File: src/hw/fct_pkg.sv
// shared constants and types of the fixed-cycle timer block
package fct_pkg;
  // clock period of pclk in ns
  localparam int CLK_NS = 20;
  // auto-release time of the interrupt pin for the fastest tick, in ns
  localparam int REL_FAST_NS = 122_000;
  // auto-release time for the three slower ticks, in ns
  localparam int REL_SLOW_NS = 7_812_500;
  // both times round down to whole cycles
  localparam int REL_FAST_CYC = REL_FAST_NS / CLK_NS;
  localparam int REL_SLOW_CYC = REL_SLOW_NS / CLK_NS;
  // default counter width
  localparam int PRESET_W = 12;
  // register byte offsets
  localparam logic [7:0] ADDR_CTRL = 8'h00;
  localparam logic [7:0] ADDR_PRESET = 8'h04;
  localparam logic [7:0] ADDR_FLAG = 8'h08;
  localparam logic [7:0] ADDR_COUNT = 8'h0c;
  localparam logic [7:0] ADDR_IRQ_STAT = 8'h10;
  localparam logic [7:0] ADDR_IRQ_CLR = 8'h14;
  localparam logic [7:0] ADDR_IRQ_EN = 8'h18;
  // field positions in the flag register
  localparam int FLAG_TF_BIT = 0;
  localparam int FLAG_LOW_BIT = 1;
  localparam int FLAG_PIN_BIT = 2;
  // field positions in the interrupt status, clear and enable registers
  localparam int IRQ_EVT_BIT = 0;
  localparam int IRQ_REL_BIT = 1;
  localparam int IRQ_W = 2;
  // reset values
  localparam logic [3:0] CTRL_RST = 4'h0;
  localparam logic [11:0] PRESET_RST = 12'h001;
  localparam logic [1:0] IRQ_EN_RST = 2'h0;
  // tick source codes
  localparam logic [1:0] TSEL_4096HZ = 2'h0;
  // control register layout, bit 0 upward: run, tick select, irq enable
  typedef struct packed {
    logic timer_irq_enable;
    logic [1:0] tick_source_select;
    logic timer_run;
  } ctrl_s;
  // pins from outside the pclk domain
  typedef struct packed {
    logic int_pin;
    logic scl;
    logic [3:0] tick;
  } pins_s;
  // countdown states
  typedef enum {ST_IDLE, ST_ARMED, ST_COUNT} tmr_state_e;
endpackage

File: src/hw/fixed_cycle_timer_irq.sv
// fixed-cycle countdown timer with open-drain interrupt pin and apb registers

// Summary of operation
// - run bit 0 stops, 1 runs timer
// - each run rise restarts from preset value
// - event sets flag, held until zero written
// - clearing flag never releases a low pin
// - writing one to flag does nothing
// - event with irq enable drives pin low
// - enable off blocks and releases timer low
// - other sources still drive pin low
// - timer low auto-releases within about 7.8 ms
// - period equals tick period times preset
// - first period up to one tick short
// - countdown starts at serial clock rising edge
// - two-bit select picks one of four ticks
// - event on 001h to 000h, then reload
// - release 122 us fast, 7.8125 ms otherwise
module fixed_cycle_timer_irq #(
  parameter int PRESET_W = fct_pkg::PRESET_W, // counter width
  parameter int REL_FAST_CYC = fct_pkg::REL_FAST_CYC, // release cycles, fast tick
  parameter int REL_SLOW_CYC = fct_pkg::REL_SLOW_CYC // release cycles, slow ticks
) (
  input wire logic pclk, // bus clock, 50 MHz
  input wire logic presetn, // async reset, active low
  input wire logic psel, // apb select
  input wire logic penable, // apb access phase
  input wire logic pwrite, // apb direction, 1 = write
  input wire logic [7:0] paddr, // apb byte address
  input wire logic [31:0] pwdata, // apb write data
  output logic [31:0] prdata, // apb read data
  output logic pready, // apb ready
  output logic pslverr, // apb error on unmapped address
  input wire logic scl_in, // serial bus clock pin
  input wire logic [3:0] tick_in, // tick sources: 4096 Hz, 64 Hz, 1 Hz, minute
  input wire logic ext_irq_req, // other interrupt sources, same clock
  input wire logic int_pin_in, // level seen on the interrupt pin
  output logic int_pin_out, // interrupt pin drive value, always low
  output logic int_pin_oe, // interrupt pin enable, high while pulling low
  output logic irq // level interrupt to the local cpu
);
  import fct_pkg::*;

  localparam int REL_W = $clog2(REL_SLOW_CYC + 1); // release counter width

  // refuse settings the counters cannot hold
  if (PRESET_W < 1 || PRESET_W > 31) begin : g_chk_w
    $error("preset width out of range");
  end
  if (REL_FAST_CYC < 1 || REL_FAST_CYC > REL_SLOW_CYC) begin : g_chk_rel
    $error("release cycle counts out of range");
  end

  pins_s pins_now; // raw pins
  pins_s sync1; // first stage, read only by sync2
  pins_s sync2; // second stage
  pins_s sync3; // third stage
  pins_s stab; // debounced level
  pins_s stab_q; // previous debounced level
  pins_s rise; // one-cycle rising edges

  ctrl_s ctrl; // control register
  logic [PRESET_W-1:0] preset; // countdown preset
  logic [PRESET_W-1:0] count; // live countdown value
  tmr_state_e state; // countdown state
  logic timer_event_flag; // sticky event flag
  logic int_low; // timer holds the pin low
  logic [REL_W-1:0] rel_cnt; // cycles left until auto-release
  logic [IRQ_W-1:0] irq_stat; // sticky interrupt status
  logic [IRQ_W-1:0] irq_en; // interrupt enable
  logic [31:0] rd_data; // read mux
  logic addr_ok; // address is mapped

  logic setup; // apb setup cycle
  logic wr_en; // apb write completes this edge
  logic wr_ctrl; // write to control
  logic stop_wr; // write clears run
  logic run_rise; // write sets run from 0
  logic ie_off_wr; // write clears irq enable
  logic flag_clr; // write 0 to event flag
  logic sel_tick; // selected tick edge
  logic tmr_event; // count steps 001h to 000h
  logic rel_done; // auto-release expires
  logic [IRQ_W-1:0] irq_set; // interrupt events this cycle

  assign pins_now = '{int_pin: int_pin_in, scl: scl_in, tick: tick_in};

  // three-stage synchroniser; a level counts once stages two and three agree
  always_ff @(posedge pclk or negedge presetn) begin
    if (!presetn) begin
      sync1 <= '0;
      sync2 <= '0;
      sync3 <= '0;
      stab <= '0;
      stab_q <= '0;
    end else begin
      sync1 <= pins_now;
      sync2 <= sync1;
      sync3 <= sync2;
      stab <= (sync2 & sync3) | (stab & (sync2 | sync3));
      stab_q <= stab;
    end
  end

  assign rise = stab & ~stab_q;
  // pick the tick source
  assign sel_tick = rise.tick[ctrl.tick_source_select];

  // bus decode
  assign setup = psel & ~penable;
  assign wr_en = psel & penable & pready & pwrite;
  assign wr_ctrl = wr_en && (paddr == ADDR_CTRL);
  assign stop_wr = wr_ctrl && !pwdata[0];
  assign run_rise = wr_ctrl && pwdata[0] && !ctrl.timer_run;
  assign ie_off_wr = wr_ctrl && !pwdata[3];
  // only a 0 clears; a 1 is ignored
  assign flag_clr = wr_en && (paddr == ADDR_FLAG) && !pwdata[FLAG_TF_BIT];

  // event only from a running countdown at 001h; a stopping write masks it
  assign tmr_event = (state == ST_COUNT) && sel_tick && (count == PRESET_W'(1)) && !stop_wr;
  assign rel_done = int_low && (rel_cnt == REL_W'(1)) && !stop_wr && !ie_off_wr;
  assign irq_set = {rel_done, tmr_event};

  // read mux and address check
  always_comb begin
    rd_data = '0;
    addr_ok = 1'b1;
    if (paddr == ADDR_CTRL) begin
      rd_data[3:0] = ctrl;
    end else if (paddr == ADDR_PRESET) begin
      rd_data[PRESET_W-1:0] = preset;
    end else if (paddr == ADDR_FLAG) begin
      rd_data[FLAG_TF_BIT] = timer_event_flag;
      rd_data[FLAG_LOW_BIT] = int_low;
      rd_data[FLAG_PIN_BIT] = stab.int_pin;
    end else if (paddr == ADDR_COUNT) begin
      rd_data[PRESET_W-1:0] = count;
    end else if (paddr == ADDR_IRQ_STAT) begin
      rd_data[IRQ_W-1:0] = irq_stat;
    end else if (paddr == ADDR_IRQ_CLR) begin
      rd_data = '0; // write-only, reads zero
    end else if (paddr == ADDR_IRQ_EN) begin
      rd_data[IRQ_W-1:0] = irq_en;
    end else begin
      addr_ok = 1'b0;
    end
  end

  // apb answer: ready in the first access cycle, data and error alongside
  always_ff @(posedge pclk or negedge presetn) begin
    if (!presetn) begin
      pready <= 1'b0;
      pslverr <= 1'b0;
      prdata <= 32'h0000_0000;
    end else begin
      pready <= setup;
      pslverr <= setup && !addr_ok;
      prdata <= (setup && !pwrite) ? rd_data : 32'h0000_0000;
    end
  end

  // control and preset registers
  always_ff @(posedge pclk or negedge presetn) begin
    if (!presetn) begin
      ctrl <= ctrl_s'(CTRL_RST);
      preset <= PRESET_W'(PRESET_RST);
    end else begin
      if (wr_ctrl) begin
        ctrl <= ctrl_s'(pwdata[3:0]);
      end
      // preset written while running only spoils the first period
      if (wr_en && (paddr == ADDR_PRESET)) begin
        preset <= pwdata[PRESET_W-1:0];
      end
    end
  end

  // countdown: armed by the run write, counting from the next scl rise
  always_ff @(posedge pclk or negedge presetn) begin
    if (!presetn) begin
      state <= ST_IDLE;
      count <= '0;
    end else if (stop_wr) begin
      state <= ST_IDLE;
    end else if (run_rise) begin
      count <= preset;
      state <= ST_ARMED;
    end else begin
      case (state)
        ST_ARMED: begin
          // start phase is free against the tick, so first period may be short
          if (rise.scl) begin
            state <= ST_COUNT;
          end
        end
        ST_COUNT: begin
          if (sel_tick) begin
            // one count per tick; a preset of 0 just reloads without event
            if (count <= PRESET_W'(1)) begin
              count <= preset;
            end else begin
              count <= count - PRESET_W'(1);
            end
          end
        end
        default: begin
          state <= ST_IDLE;
        end
      endcase
    end
  end

  // sticky event flag, a new event beats a clear in the same cycle
  always_ff @(posedge pclk or negedge presetn) begin
    if (!presetn) begin
      timer_event_flag <= 1'b0;
    end else if (tmr_event) begin
      timer_event_flag <= 1'b1;
    end else if (flag_clr) begin
      timer_event_flag <= 1'b0;
    end
  end

  // timer low level on the pin with auto-release; flag writes leave it alone
  always_ff @(posedge pclk or negedge presetn) begin
    if (!presetn) begin
      int_low <= 1'b0;
      rel_cnt <= '0;
    end else if (stop_wr || ie_off_wr) begin
      int_low <= 1'b0;
      rel_cnt <= '0;
    end else if (tmr_event && ctrl.timer_irq_enable) begin
      int_low <= 1'b1;
      // release time follows the tick source
      if (ctrl.tick_source_select == TSEL_4096HZ) begin
        rel_cnt <= REL_W'(REL_FAST_CYC);
      end else begin
        rel_cnt <= REL_W'(REL_SLOW_CYC);
      end
    end else if (int_low) begin
      if (rel_done) begin
        int_low <= 1'b0;
      end
      rel_cnt <= rel_cnt - REL_W'(1);
    end
  end

  // open-drain pin: any enabled source pulls low, output value stays 0
  always_ff @(posedge pclk or negedge presetn) begin
    if (!presetn) begin
      int_pin_oe <= 1'b0;
      int_pin_out <= 1'b0;
    end else begin
      int_pin_oe <= int_low || ext_irq_req;
      int_pin_out <= 1'b0;
    end
  end

  // local interrupt: sticky status, write-1 clear, set wins
  always_ff @(posedge pclk or negedge presetn) begin
    if (!presetn) begin
      irq_stat <= '0;
      irq_en <= IRQ_EN_RST;
      irq <= 1'b0;
    end else begin
      if (wr_en && (paddr == ADDR_IRQ_CLR)) begin
        irq_stat <= (irq_stat & ~pwdata[IRQ_W-1:0]) | irq_set;
      end else begin
        irq_stat <= irq_stat | irq_set;
      end
      if (wr_en && (paddr == ADDR_IRQ_EN)) begin
        irq_en <= pwdata[IRQ_W-1:0];
      end
      irq <= |(irq_stat & irq_en);
    end
  end
endmodule

File: config.mk
export PLATFORM = sky130hd
export DESIGN_NAME = fixed_cycle_timer_irq
export DESIGN_NICKNAME = d
export VERILOG_FILES = /design/src/hw/fct_pkg.sv /design/src/hw/fixed_cycle_timer_irq.sv
export SDC_FILE = /design/constraint.sdc
export NUM_CORES = 1
export LEC_CHECK = 0
export BUFFER_PORTS_ARGS = -buffer_cell sky130_fd_sc_hd__buf_2
export CAP_MARGIN = 10
export CORE_AREA = 2 2 101 127
export DETAILED_ROUTE_END_ITERATION = 6
export DIE_AREA = 0 0 103 129
export GPL_TIMING_DRIVEN = 0
export SLEW_MARGIN = 30
export SYNTH_ARGS = -nofsm -noshare
export SYNTH_HDL_FRONTEND = slang
export SYNTH_SLANG_ARGS = --single-unit
export TNS_END_PERCENT = 30
File: constraint.sdc
create_clock -name pclk -period 4.1 [get_ports pclk]
set_clock_uncertainty 0.05 [all_clocks]
set_input_delay 0.82 -clock pclk [delete_from_list [all_inputs] [get_ports pclk]]
set_output_delay 0.82 -clock pclk [all_outputs]
set_load 0.005 [all_outputs]
==> metrics.txt <==
# TYPE chip_impl_metric gauge
chip_impl_info{name="outcome",value="finished clean"} 1
chip_impl_metric{name="gr-usage-met1",unit=""} 0.2268
chip_impl_metric{name="grt_pass1_vias",unit=""} 3298
chip_impl_metric{name="initial_antenna_violation_count",unit=""} 0
chip_impl_info{name="grt_busiest_layer",value="met2"} 1
chip_impl_info{name="worst_min_path_class",value="reg -> reg"} 1
chip_impl_metric{name="post-layout-total-power",unit="mW"} 2.564
chip_impl_metric{name="floorplan.core_area",unit="um^2"} 12050
chip_impl_info{name="cts_root_buf",value="sky130_fd_sc_hd__clkbuf_16"} 1
chip_impl_metric{name="final-hold-violation-count",unit=""} 0
chip_impl_metric{name="insertedDiodeCount",unit=""} 0
chip_impl_metric{name="floorplan.initialDensity",unit=""} 0.3933
chip_impl_metric{name="finalMaxSlewViolations",unit=""} 0
chip_impl_metric{name="worst-path-max-fanout",unit=""} 10
chip_impl_metric{name="worst_ir_drop_vdd",unit="mV"} 0.1945
chip_impl_metric{name="cap_violations",unit=""} 0
chip_impl_metric{name="worstMarginPinSlew",unit="ns"} 0.8641
chip_impl_metric{name="postSynth.asyncResetShare",unit=""} 1.000
chip_impl_metric{name="fp.dieArea",unit="um^2"} 13290
chip_impl_metric{name="grt.overflow.total",unit=""} 0
chip_impl_metric{name="postCtsHoldBufs",unit=""} 0
chip_impl_metric{name="postCtsSetupRepairBufs",unit=""} 0
chip_impl_metric{name="post_synth_instance_area",unit="um^2"} 4738
chip_impl_metric{name="cts.clk_slew.worst_paths",unit="ns"} 0.07
chip_impl_metric{name="longest_clk_path_bufs",unit=""} 2
chip_impl_info{name="layout_commonest_cell",value="sky130_fd_sc_hd__dfrtp_1"} 1
chip_impl_metric{name="timing.final.ws_setup",unit="ns"} 1.220
chip_impl_metric{name="count_of_warnings_emitted_by_yosys",unit=""} 0
chip_impl_metric{name="power_density",unit="nW/um^2"} 459.6
chip_impl_info{name="crit_path_start_kind",value="input port"} 1
chip_impl_info{name="final_cell_mix",value="99 x sky130_fd_sc_hd__dfrtp_1, 45 x sky130_fd_sc_hd__buf_2, 34 x sky130_fd_sc_hd__nand2_1"} 1
chip_impl_metric{name="maximum_number_of_pins_on_one_net_before_global_route_repair",unit=""} 70
chip_impl_metric{name="cts_resized",unit=""} 0
chip_impl_metric{name="die-width",unit="um"} 103
chip_impl_metric{name="slew_headroom",unit=""} 0.4195
chip_impl_metric{name="h-tree-depth",unit=""} 3
chip_impl_metric{name="fin_setup_tns",unit="ns"} 0
chip_impl_metric{name="nFillCells",unit=""} 1158
chip_impl_metric{name="report.final.setup_viol",unit=""} 0
chip_impl_metric{name="floorplan.rows",unit=""} 45
chip_impl_metric{name="layout-area-overhead-vs-synth",unit="%"} 17.74
chip_impl_metric{name="yosysUniqueCellTypes",unit=""} 62
chip_impl_metric{name="syn-mean-instance-area",unit="um^2"} 11.04
chip_impl_metric{name="routed-via-count",unit=""} 3361
chip_impl_metric{name="synth_cells",unit=""} 429
chip_impl_metric{name="fmaxAchievable",unit="MHz"} 347.2
chip_impl_metric{name="crit_arrival",unit="ns"} 3.03
chip_impl_metric{name="yosysSeqAreaShare",unit=""} 0.5284
chip_impl_metric{name="final_worst_path_period_share",unit=""} 0.7025
chip_impl_metric{name="port_buffers",unit=""} 44
chip_impl_metric{name="drt.antenna.violating_nets",unit=""} 0
chip_impl_metric{name="hold-worst-slack",unit="ns"} 0.2989
chip_impl_info{name="tritoncts",value="built"} 1
chip_impl_metric{name="tritoncts.num_buffers",unit=""} 9
chip_impl_metric{name="dp_hpwl",unit="mm"} 6.899
chip_impl_metric{name="synth_edf_count",unit=""} 0
chip_impl_metric{name="gr-usage-met3",unit=""} 0.03476
chip_impl_metric{name="routed_wire_length_per_instance",unit="um"} 14.55
chip_impl_info{name="critPathCaptureType",value="flip-flop"} 1
chip_impl_metric{name="first_pass_grt_wire_length",unit="mm"} 16.39
chip_impl_metric{name="route.detailed.drc",unit=""} 0
chip_impl_metric{name="cp.required",unit="ns"} 4.25
chip_impl_metric{name="final_layout_size_suffix_gt1_frac",unit=""} 0.2431
chip_impl_metric{name="clock_insertion_delay_worst_skew",unit="ns"} 0.34
chip_impl_metric{name="drt_iter0_markers",unit=""} 188
chip_impl_info{name="timing_worst_setup_path_type",value="in -> reg"} 1
chip_impl_metric{name="place_worst_setup_slack",unit="ns"} 0.8390
chip_impl_metric{name="clock_sink_count",unit=""} 100
chip_impl_metric{name="grtUsageTotal",unit=""} 0.1592
chip_impl_metric{name="firstDrtPassIters",unit=""} 4
chip_impl_metric{name="min_period",unit="ns"} 2.880
chip_impl_metric{name="drt_wl_total",unit="mm"} 9.806
chip_impl_metric{name="via_per_inst",unit=""} 4.987
chip_impl_metric{name="power.static_leakage",unit="nW"} 2.565
chip_impl_info{name="leading_register_cell_type_out_of_synthesis",value="sky130_fd_sc_hd__dfrtp_1"} 1
chip_impl_metric{name="chipHeight",unit="um"} 129
chip_impl_metric{name="finalWeightedCongestion",unit=""} 0.8220
chip_impl_metric{name="fin_nets",unit=""} 561
chip_impl_metric{name="register_bit_count_reported_by_yosys",unit=""} 100
chip_impl_metric{name="grt_util_met2",unit=""} 0.2387
chip_impl_metric{name="io-pin-count",unit=""} 89
chip_impl_info{name="grt_setup_unrepaired",value="no"} 1
-- synthesized netlist by cell type, drive strengths merged, types with 2 or more instances --
cell | n | share of area
dfrtp | 99 | 0.52
nand2 | 34 | 0.027
nor2 | 32 | 0.026
buf | 29 | 0.045
a21oi | 20 | 0.021
mux2i | 20 | 0.042
mux2 | 19 | 0.045
nor3 | 16 | 0.017
nand3 | 11 | 0.012
or4 | 11 | 0.020
clkbuf | 9 | 0.0074
inv | 9 | 0.0071
xnor2 | 9 | 0.017
xor2 | 9 | 0.017
nor2b | 7 | 0.0092
o211ai | 7 | 0.011
a22oi | 6 | 0.0095
maj3 | 6 | 0.013
o21ai | 6 | 0.0087
or3 | 6 | 0.0079
nand2b | 5 | 0.0066
nor4 | 5 | 0.0066
or2 | 5 | 0.0066
a2bb2oi | 4 | 0.0074
ha | 4 | 0.011
nand4 | 4 | 0.0053
o2bb2ai | 3 | 0.0055
a22o | 2 | 0.0037
a31oi | 2 | 0.0026
and3 | 2 | 0.0026
and4 | 2 | 0.0037
nand3b | 2 | 0.0032
nand4b | 2 | 0.0037
o211a | 2 | 0.0042
o31ai | 2 | 0.0032
-- where the power goes --
group	total [mW]	internal (mW)	switching, mW
Sequential	1.23	1.10	0.130
Combinational	0.477	0.219	0.257
Clock	0.855	0.480	0.375
Total	2.56	1.80	0.762
-- kinds of logic after synthesis --
group / share of synthesized area
compound gates: 0.09929
xor+xnor: 0.03327
fa+ha+maj: 0.02324
buf+inv: 0.05941
flops: 0.5284
mux: 0.09216
other cells: 0.0007914
simple gates: 0.1635
-- final timing paths --
path                            cells past startpoint      from  slack [ns]          to
worst max-delay path                                9  paddr[4]        1.22  rel_cnt[8]
worst min-delay path                                0  sync1[1]        0.30    sync2[1]
worst max register to register                      8  count[4]        1.48    count[8]
worst min register to register                      0  sync1[1]        0.30    sync2[1]
max in group asynchronous                           2   presetn        3.06   stab_q[0]
min in group asynchronous                           1   presetn        0.31   prdata[9]
-- registers in the layout, summed over array words and instances, names as in the netlist, 6 cells and up --
name	cells
sync3	6
sync2	6
prdata	12
sync1	6
count	12
stab	6
preset	12
rel_cnt	19
-- through the flow --
| stage | instance area (um^2) | util | cells |
|---|---|---|---|
| after global routing | 5579 | 0.4630 | 674 |
| after global placement | 5239 | 0.4348 | 657 |
| final | 5579 | 0.4630 | 674 |
| after CTS | 5579 | 0.4630 | 674 |
| after detailed placement | 5279 | 0.4381 | 658 |
| after floorplan | 4813 | - | 449 |
-- critical path: stages --
cell and delay, ns:
sky130_fd_sc_hd__buf_2 0.15, sky130_fd_sc_hd__or4_4 0.55, sky130_fd_sc_hd__nor2_1 0.39, sky130_fd_sc_hd__and2_1 0.19, sky130_fd_sc_hd__clkbuf_1 0.30, sky130_fd_sc_hd__or3_1 0.17
sky130_fd_sc_hd__clkbuf_2 0.17, sky130_fd_sc_hd__buf_4 0.19, sky130_fd_sc_hd__a21oi_1 0.08
-- area by class of cell --
| type | instances | area [um^2] | area share |
|---|---|---|---|
| clock buffer | 10 | 229.0 | 0.04104 |
| sequential | 100 | 2504 | 0.4488 |
| buffer | 38 | 247.7 | 0.04440 |
| multi-input combinational | 302 | 2034 | 0.3647 |
| inverter | 9 | 33.78 | 0.006055 |
| tap | 164 | 205.2 | 0.03678 |
| clock inverter | 6 | 71.32 | 0.01278 |
| timing repair buffer | 45 | 254.0 | 0.04553 |
-- metal layers --
metal | share of wire | wire length [um]
met1 | 0.46 | 4546
met3 | 0.046 | 447
met4 | 0.0096 | 94
met2 | 0.48 | 4718
met5 | 0 | 0
No activity file was read; power rests on OpenSTA's default activity.
